--- src/adsps_pkg.sv ---
// Constants shared by the two-axis stop and position-sync command logic.
// Assumes a single 10 MHz system clock; no timescale needed here.
package adsps_pkg;

    // Clock and time base for deceleration times, counted in milliseconds
    localparam int CLK_HZ         = 10_000_000;
    localparam int DECEL_UNIT_US  = 1000;
    localparam int TICK_CYC_DEF   = (CLK_HZ / 1_000_000) * DECEL_UNIT_US;

    // Operand ranges
    localparam logic [15:0] AXIS_COUNT   = 16'h0002;
    localparam logic [15:0] STEP_MAX_STD = 16'h001E;
    localparam logic [15:0] STEP_MAX_ADV = 16'h0050;

    // Error codes reported by the position-synchronous start
    localparam logic [15:0] ERR_NONE        = 16'h0000;
    localparam logic [15:0] ERR_AUX_ORIGIN  = 16'h0158;
    localparam logic [15:0] ERR_MAIN_ORIGIN = 16'h015A;
    localparam logic [15:0] ERR_SAME_AXIS   = 16'h015B;

    // Reset values
    localparam logic [7:0]  STEP_RST = 8'h00;
    localparam logic [31:0] POS_RST  = 32'h0000_0000;

    // Per-axis motion state
    typedef enum logic [2:0] {
        AX_IDLE  = 3'b001,
        AX_RUN   = 3'b010,
        AX_DECEL = 3'b100
    } adsps_ax_state_t;

endpackage

--- src/adsps_axis.sv ---
// One axis of pulse output: runs to an absolute goal, can be halted at once
// or ramped down. Assumes start/stop are one-cycle pulses on the same clock.
`timescale 1ns/1ps
`default_nettype none
module adsps_axis
    import adsps_pkg::*;
(
    input  wire logic               clock,
    input  wire logic               rst,
    input  wire logic               ce,
    input  wire logic               ms_tick,
    input  wire logic               start,
    input  wire logic               stop,
    input  wire logic               mcode_en,
    input  wire logic signed [31:0] target,
    input  wire logic        [15:0] period,
    input  wire logic        [15:0] stop_ms,
    output logic                    pulse,
    output logic                    dir,
    output logic                    busy,
    output logic                    done,
    output logic                    mcode,
    output logic signed      [31:0] pos
);

    adsps_ax_state_t  state;
    logic signed [31:0] goal;
    logic        [23:0] gap_cnt;
    logic        [23:0] extra;
    logic        [15:0] ms_left;
    logic               at_goal;
    logic               hard_stop;
    logic               moving;

    assign at_goal   = (pos == goal);
    assign hard_stop = stop && (stop_ms == 16'h0000);
    assign moving    = (state != AX_IDLE) && !at_goal && !hard_stop;

    // Motion sequencing; a start while moving is ignored
    always_ff @(posedge clock) begin
        if (rst) begin
            state <= AX_IDLE;
            busy  <= 1'b0;
        end else if (ce) begin
            unique case (state)
                AX_IDLE: begin
                    if (start && (target != pos)) begin
                        state <= AX_RUN;
                        busy  <= 1'b1;
                    end
                end
                AX_RUN: begin
                    if (hard_stop || at_goal) begin
                        state <= AX_IDLE;
                        busy  <= 1'b0;
                    end else if (stop) begin
                        state <= AX_DECEL;
                    end
                end
                AX_DECEL: begin
                    // Ramp ends when its time runs out or the goal is hit
                    if (at_goal || hard_stop || (ms_left == 16'h0000)) begin
                        state <= AX_IDLE;
                        busy  <= 1'b0;
                    end
                end
            endcase
        end
    end

    // Goal and direction are latched at start only
    always_ff @(posedge clock) begin
        if (rst) begin
            goal <= POS_RST;
            dir  <= 1'b0;
        end else if (ce && start && (state == AX_IDLE)) begin
            goal <= target;
            dir  <= (target > pos);
        end
    end

    // Deceleration timer and growing pulse gap
    always_ff @(posedge clock) begin
        if (rst) begin
            ms_left <= 16'h0000;
            extra   <= 24'h000000;
        end else if (ce) begin
            if (state == AX_RUN && stop) begin
                ms_left <= stop_ms;
                extra   <= 24'h000000;
            end else if (state == AX_DECEL && ms_tick && |ms_left) begin
                ms_left <= ms_left - 16'h0001;
                // Linear stretch; cheaper than a true divide-based profile
                extra   <= extra + 24'(period[15:3]) + 24'h000001;
            end
        end
    end

    // Pulse generation and position tracking
    always_ff @(posedge clock) begin
        if (rst) begin
            pulse   <= 1'b0;
            gap_cnt <= 24'h000000;
            pos     <= POS_RST;
        end else if (ce) begin
            pulse <= 1'b0;
            if (!moving) begin
                gap_cnt <= 24'h000000;
            end else if (gap_cnt + 24'h000001 >= {8'h00, period} + extra) begin
                gap_cnt <= 24'h000000;
                pulse   <= 1'b1;
                pos     <= dir ? pos + 32'sd1 : pos - 32'sd1;
            end else begin
                gap_cnt <= gap_cnt + 24'h000001;
            end
        end
    end

    // Completion is only reported when the goal is reached in a normal run
    always_ff @(posedge clock) begin
        if (rst) begin
            done  <= 1'b0;
            mcode <= 1'b0;
        end else if (ce) begin
            if (start && (state == AX_IDLE)) begin
                done  <= 1'b0;
                mcode <= 1'b0;
            end else if (state == AX_RUN && at_goal && !stop) begin
                done  <= 1'b1;
                mcode <= mcode_en;
            end
        end
    end

endmodule
`default_nettype wire

--- src/adsps_top.sv ---
// Command front end for two pulse-output axes: deceleration stop and
// main-axis position-synchronous start. Commands come from controller
// logic on the same clock; step data is looked up outside by cur_step.
//
// Notes on behaviour
// - Stop edge ramps the chosen axis down over the deceleration time.
// - Axis selector must be 0 or 1; otherwise error flag set, nothing done.
// - Zero deceleration time operand halts pulses at once, no ramp.
// - Nonzero time: direct profile if directly started, else step one.
// - A stopped axis sets neither positioning done nor output-code flag.
// - Stop leaves the current step number unchanged for later restart.
// - Absolute step restart outputs only the pulses left to the target.
// - Incremental step restart moves full distance again from stop point.
// - Aux axis starts when main axis position reaches programmed value.
// - Trigger position is a full-range signed 32-bit value.
// - Auxiliary step must be 0..30 standard or 0..80 advanced.
// - Main axis selector of sync start must be 0 or 1.
// - Accepted sync start: aux axis busy, no pulses, until trigger hit.
// - Missing origin rejects sync start: 346 main axis, 344 auxiliary.
// - Same axis as main and auxiliary rejects sync start with code 347.
`timescale 1ns/1ps
`default_nettype none
module adsps_top
    import adsps_pkg::*;
#(
    parameter int TICK_CYCLES = TICK_CYC_DEF
)
(
    input  wire logic                    clock,
    input  wire logic                    rst,
    input  wire logic                    ce,
    input  wire logic                    decel_stop_cmd,
    input  wire logic                    pos_sync_start_cmd,
    input  wire logic              [1:0] indirect_start_cmd,
    input  wire logic              [1:0] direct_start_cmd,
    input  wire logic             [15:0] slot_operand,
    input  wire logic             [15:0] axis_select_operand,
    input  wire logic             [31:0] first_param_operand,
    input  wire logic             [15:0] aux_step_operand,
    input  wire logic             [15:0] main_axis_operand,
    input  wire logic                    advanced_mode,
    input  wire logic              [1:0] origin_fixed,
    input  wire logic       [1:0][31:0] step_target_pos,
    input  wire logic              [1:0] step_incremental,
    input  wire logic       [1:0][15:0] step_decel_ms,
    input  wire logic              [1:0] step_mcode_en,
    input  wire logic       [1:0][31:0] direct_target_pos,
    input  wire logic       [1:0][15:0] direct_decel_ms,
    input  wire logic       [1:0][15:0] pulse_period,
    output logic                   [1:0] pulse_out,
    output logic                   [1:0] dir_out,
    output logic                   [1:0] mcode_flag,
    output logic                         axis0_busy_flag,
    output logic                         axis1_busy_flag,
    output logic                         axis0_pos_done_flag,
    output logic                         axis1_pos_done_flag,
    output logic                         instr_error_flag,
    output logic                  [15:0] sync_error_code,
    output logic            [1:0][7:0] cur_step,
    output logic           [1:0][31:0] cur_pos
);

    localparam logic [15:0] TICK_LAST = 16'(TICK_CYCLES - 1);

    logic        stop_q;
    logic        sync_q;
    logic  [1:0] ist_q;
    logic  [1:0] dst_q;
    logic        stop_edge;
    logic        sync_edge;
    logic  [1:0] ist_edge;
    logic  [1:0] dst_edge;
    logic        ax_ok;
    logic        main_ok;
    logic        step_ok;
    logic        ax_idx;
    logic        main_idx;
    logic        sync_go;
    logic [15:0] next_sync_code;
    logic [15:0] tick_cnt;
    logic        ms_tick;
    logic  [1:0] armed;
    logic  [1:0] direct_mode;
    logic  [1:0] ax_busy;
    logic  [1:0] ax_done;
    logic [1:0][31:0] armed_pos;

    // Previous command levels; holding a command high does nothing more
    always_ff @(posedge clock) begin
        if (rst) begin
            stop_q <= 1'b0;
            sync_q <= 1'b0;
            ist_q  <= 2'h0;
            dst_q  <= 2'h0;
        end else if (ce) begin
            stop_q <= decel_stop_cmd;
            sync_q <= pos_sync_start_cmd;
            ist_q  <= indirect_start_cmd;
            dst_q  <= direct_start_cmd;
        end
    end

    assign stop_edge = decel_stop_cmd & ~stop_q;
    assign sync_edge = pos_sync_start_cmd & ~sync_q;
    assign ist_edge  = indirect_start_cmd & ~ist_q;
    assign dst_edge  = direct_start_cmd & ~dst_q;

    // Operand checks; the slot operand is ignored, only one engine exists
    assign ax_ok    = (axis_select_operand < AXIS_COUNT);
    assign main_ok  = (main_axis_operand < AXIS_COUNT);
    assign step_ok  = (aux_step_operand <=
                       (advanced_mode ? STEP_MAX_ADV : STEP_MAX_STD));
    assign ax_idx   = axis_select_operand[0];
    assign main_idx = main_axis_operand[0];

    // Sync start refusals in order of precedence
    always_comb begin
        next_sync_code = ERR_NONE;
        if (ax_idx == main_idx) begin
            next_sync_code = ERR_SAME_AXIS;
        end else if (!origin_fixed[main_idx]) begin
            next_sync_code = ERR_MAIN_ORIGIN;
        end else if (!origin_fixed[ax_idx]) begin
            next_sync_code = ERR_AUX_ORIGIN;
        end
    end

    // Stop wins when both commands rise in the same cycle
    assign sync_go = sync_edge && !stop_edge && ax_ok && main_ok && step_ok &&
                     (next_sync_code == ERR_NONE);

    // Error flag shows the outcome of the latest stop or sync command
    always_ff @(posedge clock) begin
        if (rst) begin
            instr_error_flag <= 1'b0;
            sync_error_code  <= ERR_NONE;
        end else if (ce) begin
            if (stop_edge) begin
                instr_error_flag <= !ax_ok;
            end else if (sync_edge) begin
                instr_error_flag <= !(ax_ok && main_ok && step_ok);
                if (ax_ok && main_ok && step_ok) begin
                    sync_error_code <= next_sync_code;
                end
            end
        end
    end

    // Millisecond time base for deceleration ramps
    always_ff @(posedge clock) begin
        if (rst) begin
            tick_cnt <= 16'h0000;
            ms_tick  <= 1'b0;
        end else if (ce) begin
            ms_tick <= (tick_cnt == TICK_LAST);
            if (tick_cnt == TICK_LAST) begin
                tick_cnt <= 16'h0000;
            end else begin
                tick_cnt <= tick_cnt + 16'h0001;
            end
        end
    end

    // Busy shows motion or a pending synchronous start
    always_ff @(posedge clock) begin
        if (rst) begin
            axis0_busy_flag <= 1'b0;
            axis1_busy_flag <= 1'b0;
        end else if (ce) begin
            axis0_busy_flag <= ax_busy[0] | armed[0];
            axis1_busy_flag <= ax_busy[1] | armed[1];
        end
    end

    assign axis0_pos_done_flag = ax_done[0];
    assign axis1_pos_done_flag = ax_done[1];

    for (genvar g = 0; g < 2; g++) begin : g_axis
        logic               stop_me;
        logic               trig;
        logic               start_me;
        logic        [15:0] stop_ms;
        logic signed [31:0] goal;

        assign stop_me = stop_edge && ax_ok && (ax_idx == 1'(g));
        // Main axis is always the other axis once accepted
        assign trig = armed[g] &&
                      (cur_pos[1 - g] == armed_pos[g]);
        assign start_me = trig ||
                          ((ist_edge[g] || dst_edge[g]) && !armed[g]);

        // Nonzero time operand only selects ramping; duration is the profile
        always_comb begin
            stop_ms = 16'h0000;
            if (first_param_operand[15:0] != 16'h0000) begin
                stop_ms = direct_mode[g] ? direct_decel_ms[g]
                                         : step_decel_ms[g];
            end
        end

        // Absolute steps aim at the stored target; incremental add distance
        always_comb begin
            if (dst_edge[g] && !trig) begin
                goal = direct_target_pos[g];
            end else if (step_incremental[g]) begin
                goal = cur_pos[g] + step_target_pos[g];
            end else begin
                goal = step_target_pos[g];
            end
        end

        // Step number changes only when a sync start names a new one
        always_ff @(posedge clock) begin
            if (rst) begin
                cur_step[g]    <= STEP_RST;
                direct_mode[g] <= 1'b0;
            end else if (ce) begin
                if (sync_go && ax_idx == 1'(g)) begin
                    cur_step[g] <= aux_step_operand[7:0];
                end
                if (start_me && !ax_busy[g]) begin
                    direct_mode[g] <= dst_edge[g] && !trig;
                end
            end
        end

        // Arming holds the aux axis until the main axis reaches the value
        always_ff @(posedge clock) begin
            if (rst) begin
                armed[g]     <= 1'b0;
                armed_pos[g] <= POS_RST;
            end else if (ce) begin
                if (stop_me || trig) begin
                    armed[g] <= 1'b0;
                end else if (sync_go && ax_idx == 1'(g)) begin
                    armed[g]     <= 1'b1;
                    armed_pos[g] <= first_param_operand;
                end
            end
        end

        adsps_axis u_axis (
            .clock    (clock),
            .rst      (rst),
            .ce       (ce),
            .ms_tick  (ms_tick),
            .start    (start_me),
            .stop     (stop_me),
            .mcode_en (step_mcode_en[g] && !(dst_edge[g] && !trig)),
            .target   (goal),
            .period   (pulse_period[g]),
            .stop_ms  (stop_ms),
            .pulse    (pulse_out[g]),
            .dir      (dir_out[g]),
            .busy     (ax_busy[g]),
            .done     (ax_done[g]),
            .mcode    (mcode_flag[g]),
            .pos      (cur_pos[g])
        );
    end

endmodule
`default_nettype wire

--- config.mk ---
export PLATFORM = sky130hd
export DESIGN_NAME = adsps_top
export DESIGN_NICKNAME = d
export VERILOG_FILES = /design/src/adsps_pkg.sv /design/src/adsps_axis.sv /design/src/adsps_top.sv
export SDC_FILE = /design/constraint.sdc
export NUM_CORES = 2
export LEC_CHECK = 0
export BUFFER_PORTS_ARGS = -buffer_cell sky130_fd_sc_hd__buf_2
export CAP_MARGIN = 5
export CORE_ASPECT_RATIO = 0.6
export CORE_UTILIZATION = 55
export DETAILED_ROUTE_END_ITERATION = 7
export HOLD_SLACK_MARGIN = 0.15
export PLACE_DENSITY_LB_ADDON = 0.15
export SYNTH_ARGS = -nofsm -noshare
export SYNTH_HDL_FRONTEND = slang
export SYNTH_HIERARCHICAL = 1
export SYNTH_SLANG_ARGS = --single-unit
--- constraint.sdc ---
create_clock -name clock -period 5.5 [get_ports clock]
set_input_delay 0.825 -clock clock [delete_from_list [all_inputs] [get_ports clock]]
set_output_delay 0.825 -clock clock [all_outputs]
set_load 0.005 [all_outputs]
==> impl_summary.txt <==
----------------------------------------------------
[Worst setup path]
  Crit path kind ... in2reg
  Endpoint required time on the critical path ... slightly below 6 ns
  Dominant delay contributor by cell family on the critical path ... compound AO/OA/AOI/OAI gates
  Crit path DAT ... between 5 and 6 ns
  Startpoint type of the worst setup path ... input pin
  Cell-by-cell listing of the critical path ... buf_2 > ha_1 > inv_1 > fa_1 > nor2b_1 > o21ai_0 > a21boi_0 > o21a_1 > o21ai_0 > a21boi_0 > o31ai_2 > o21ai_0 > xnor2_1 > ha_1 > and4_1 > nand3_1 > or4_1 > o22ai_1 > nand2_1 > buf_12 > or4_1 > o311ai_0
  CP Buf/Inv Count ... 3
  Critical Path Most Common Cell ... sky130_fd_sc_hd__o21ai_0
  Worst-path fanout max ... 20
  Slowest cell delay on critical path ... 0.57 ns
  Slowest stage cell, crit path ... sky130_fd_sc_hd__or4_1
  Critical path capture point type ... register

[Placed design]
  DPL Wire Length ... between 70000 and 80000 µm
  Count of buffers inserted at the top-level ports ... 416
  Pre-CTS setup slack ... -0.5404 ns
  Global placer's final weighted congestion ... 0.9626
  Total instance count after detailed placement ... 5141

[Synth]
  Warnings from Yosys ... 6
  Average cell area after synthesis ... 7.761 µm²
  Distinct cell type count of the synthesized netlist ... roughly 100
  Synth async-reset ratio ... 0%
  Number of instances in the synthesized netlist ... a little over 4000
  Flip-flop and latch count after synthesis ... between 300 and 400
  Count of flip-flops with a built-in enable after synthesis ... 0
  Netlist Area Pre-Place ... 0.03125 mm²
  Cell type with the highest aggregate area in the netlist ... sky130_fd_sc_hd__dfxtp_1
  Most used standard cell by instance count after synthesis ... sky130_fd_sc_hd__nand2_1
  Sequential share of the synthesized area ... approximately 25%
  Top cell type's share of synthesized area ... 24.67%
  Leading cell types by total area after synthesis ... sky130_fd_sc_hd__dfxtp_1 (25%), sky130_fd_sc_hd__ha_1 (12%), sky130_fd_sc_hd__a21oi_1 (6.1%)
  Most used flip-flop cell after synthesis ... sky130_fd_sc_hd__dfxtp_1
  Top post-synthesis cells by count ... sky130_fd_sc_hd__nand2_1 (428), sky130_fd_sc_hd__nor2_1 (392), sky130_fd_sc_hd__dfxtp_1 (385), sky130_fd_sc_hd__a21oi_1 (382), sky130_fd_sc_hd__ha_1 (301)

[CTS]
  Clock tree from TritonCTS ... done
  Maximum count of clock buffers along a single path ... 3
  Worst-skew pair later-pin latency ... slightly below 0.6 ns
  # clock sinks ... 385
  Hold_buf cts ... 0
  Clock Root Buffer ... sky130_fd_sc_hd__clkbuf_16
  Clock-pin slew of the registers on the worst-case setup and hold paths ... roughly 0.06 ns
  Number of clock buffers inserted by TritonCTS ... slightly above 40
  Number of levels the H-tree was split into ... 2

[Power and ir drop]
  Peak supply drop ... about 0.18 mV
  Static leakage power ... approximately 17 nW
  Total power divided by cell area ... 198.2 mW/mm²

[STA]
  Peak clock frequency supported by timing ... around 190 MHz
  Worst setup slack after layout ... 0.3451 ns
  Worst clock skew ... 0.02102 ns
  Final-report max-slew violation count ... 0
  Number of failing setup endpoints in the final timing report ... 0
  RSZ-0062 raised after global routing ... false
  Minimum clock period ... 5.155 ns
  Part of the cycle the worst path needs ... 93.73%
  Endpoints failing hold ... 0
  Slew Limit Headroom ... roughly 14%
  Measured slew at the worst slew-check pin ... 1.289 ns
  Sum of negative setup slack ... 0 ns

[Run]
  Max-Cap Viols ... 0

[Layout]
  Nets@finish ... 5072
  Count of fill cells added during filler insertion ... 5183
  Share of final-layout standard cells stronger than drive strength 1 ... 14.97%
  Area added between synthesis and finish ... 14.89%
  Non-filler instance count after layout ... ~5200

[Global route]
  Number of global-route vias before repair ... 27610
  Largest net degree at the start of global routing ... 168
  Tot GR Track Use ... 32.80%
  Antenna violations before repair ... 20
  Remaining global-route overflow ... 0
  Wire length of the first global-routing pass ... about 150000 µm

[Floorplanning]
  Total I/O pin count ... 443
  Total number of placement rows ... 67
  Die Wd ... 309.7 µm
  Starting utilization of the core area ... 55.80%
  Die boundary height ... 186.6 µm
  Core ar. ... 0.05600 mm²
  Die Area ... 0.05780 mm²

[Detailed routing]
  Via density per instance ... 5.939
  First drt pass iteration count ... 5
  Post-detailed-routing wire length ... 98730 µm
  Number of vias after detailed routing ... 31070
  Post-DRT Antenna Nets ... 0
  Average wire length per cell after detail routing ... between 15 and 20 µm
  Post-route DRC violation count ... 0
  Number of violations reported at the end of detailed-routing iteration 0 ... 2901

[Status]
  Result of the run ... completed

[Hold path]
  Hold WC Path Type ... reg2reg

----------------------------------------------------
-- worst paths after layout --
path | startpoint | end | slack, ns | depth (start not counted)
max | pulse_period[16] | g_axis[1].u_axis/pos[24]$_SDFFE_PP0P_ | 0.35 | 22
min | g_axis[1].u_axis/done$_SDFFE_PP0P_ | g_axis[1].u_axis/done$_SDFFE_PP0P_ | 0.46 | 2
max reg2reg | g_axis[1].u_axis/extra[0]$_SDFFE_PP0P_ | g_axis[1].u_axis/pos[24]$_SDFFE_PP0P_ | 0.37 | 22
min reg2reg | g_axis[1].u_axis/done$_SDFFE_PP0P_ | g_axis[1].u_axis/done$_SDFFE_PP0P_ | 0.46 | 2
-- per-stage QoR --
step | util (%) | area (µm²) | power [mW] | hold slack (ns)
3_5_place_dp | 61.52 | 34450 | 4.200 | 0.4563
2_1_floorplan | - | 31280 | 3.783 | 0.4432
6_report | 64.11 | 35900 | 7.114 | 0.4646
4_1_cts | 63.98 | 35830 | 7.126 | 0.4652
3_3_place_gp | 61.52 | 34450 | 4.182 | 0.4407
5_1_grt | 64.08 | 35880 | 7.419 | 0.4840
-- cell type report --
| type | instances | area [µm²] | share of cell area (%) |
|---|---|---|---|
| Clock inverter | 12 | 176.4 | 0.4914 |
| Timing Repair Buffer | 535 | 3060 | 8.525 |
| Sequential cell | 385 | 7707 | 21.47 |
| Antenna cell | 17 | 42.54 | 0.1185 |
| Clock buffer | 60 | 1199 | 3.339 |
| Inverter | 146 | 548.0 | 1.527 |
| Multi-Input combinational cell | 3318 | 22220 | 61.88 |
| Tap cell | 759 | 949.7 | 2.645 |
-- power by group --
part	switching, mW	leakage, nW	internal [mW]
Combinational	0.786	13.1	0.510
Sequential	0.0420	3.11	2.84
Clock	1.24	0.670	1.70
Total	2.07	16.9	5.04
-- registers in the layout (all words and copies together), names as in the netlist, 3 cells and up --
name	cells
armed_pos	64
cur_step	16
g_axis.u_axis/extra	48
g_axis.u_axis/gap_cnt	48
g_axis.u_axis/goal	64
g_axis.u_axis/ms_left	32
g_axis.u_axis/pos	64
g_axis.u_axis/state	6
sync_error_code	3
tick_cnt	16
-- cells in the final DEF, fill, tap and decap left out, types with 11 or more instances in the layout --
master                      count
sky130_fd_sc_hd__o211ai_1      16
sky130_fd_sc_hd__and2_1        24
sky130_fd_sc_hd__inv_1        146
sky130_fd_sc_hd__nand2b_1      29
sky130_fd_sc_hd__nand2_1      428
sky130_fd_sc_hd__nor2b_1       32
sky130_fd_sc_hd__o21a_1        32
sky130_fd_sc_hd__diode_2       17
sky130_fd_sc_hd__o21ai_0      203
sky130_fd_sc_hd__mux2i_1      148
sky130_fd_sc_hd__ha_1         301
sky130_fd_sc_hd__a31oi_1       24
sky130_fd_sc_hd__a22oi_1       46
sky130_fd_sc_hd__nor3_1        88
sky130_fd_sc_hd__nand3b_1      24
sky130_fd_sc_hd__buf_4        113
sky130_fd_sc_hd__buf_2        415
sky130_fd_sc_hd__a21oi_1      382
sky130_fd_sc_hd__xnor2_1      138
sky130_fd_sc_hd__or4_1         15
sky130_fd_sc_hd__o21bai_1      23
sky130_fd_sc_hd__nor2_1       391
sky130_fd_sc_hd__nand3_1      115
sky130_fd_sc_hd__or3_1         28
sky130_fd_sc_hd__a211o_1       11
sky130_fd_sc_hd__nor4_1        58
sky130_fd_sc_hd__o31ai_1       22
sky130_fd_sc_hd__a211oi_1      52
sky130_fd_sc_hd__a21o_1       120
sky130_fd_sc_hd__clkbuf_16     42
sky130_fd_sc_hd__or2_2         20
sky130_fd_sc_hd__dfxtp_1      385
sky130_fd_sc_hd__nand4_1       71
sky130_fd_sc_hd__nor3b_1       26
sky130_fd_sc_hd__xor2_1       205
sky130_fd_sc_hd__and3_1        40
sky130_fd_sc_hd__o21ai_1       19
-- logic make-up (layout without fill, tap and decap cells) --
family | count (synthesis) | count (layout) | synth area share, %
AND/OR/NAND/NOR | 1437 | 1437 | 22.22
XOR/XNOR | 343 | 343 | 9.614
adder cells (fa/ha/maj) | 309 | 309 | 12.57
AO/OA/AOI/OAI | 1067 | 1067 | 21.57
buffers and inverters | 332 | 753 | 4.469
flip-flops | 385 | 385 | 24.67
multiplexers | 152 | 152 | 4.885
other | 1 | 27 | 0.01200
-- what timing repair did --
action | CTS | global route
setup buffers | 0 | 2
endpoints found under the setup margin | 0 | 59
gates resized for setup | 0 | 3
endpoints found under the hold margin | 0 | 0
-- tightest hold or removal path, delay by kind of cell, from the launching register on --
family	cells	cell delay [ns]
compound gates	1	0.06
flops	1	0.31
simple gates	1	0.05
-- layer usage --
layer  up-vias  wire length [µm]  track usage [%]
met4         6              1777            7.121
met1     14460             47730            50.39
met2      1137             39680            45.13
li1      15340                 -                -
met5         -                37                0
met3       127              9506            8.086
No activity file was read; power rests on OpenSTA's default activity.
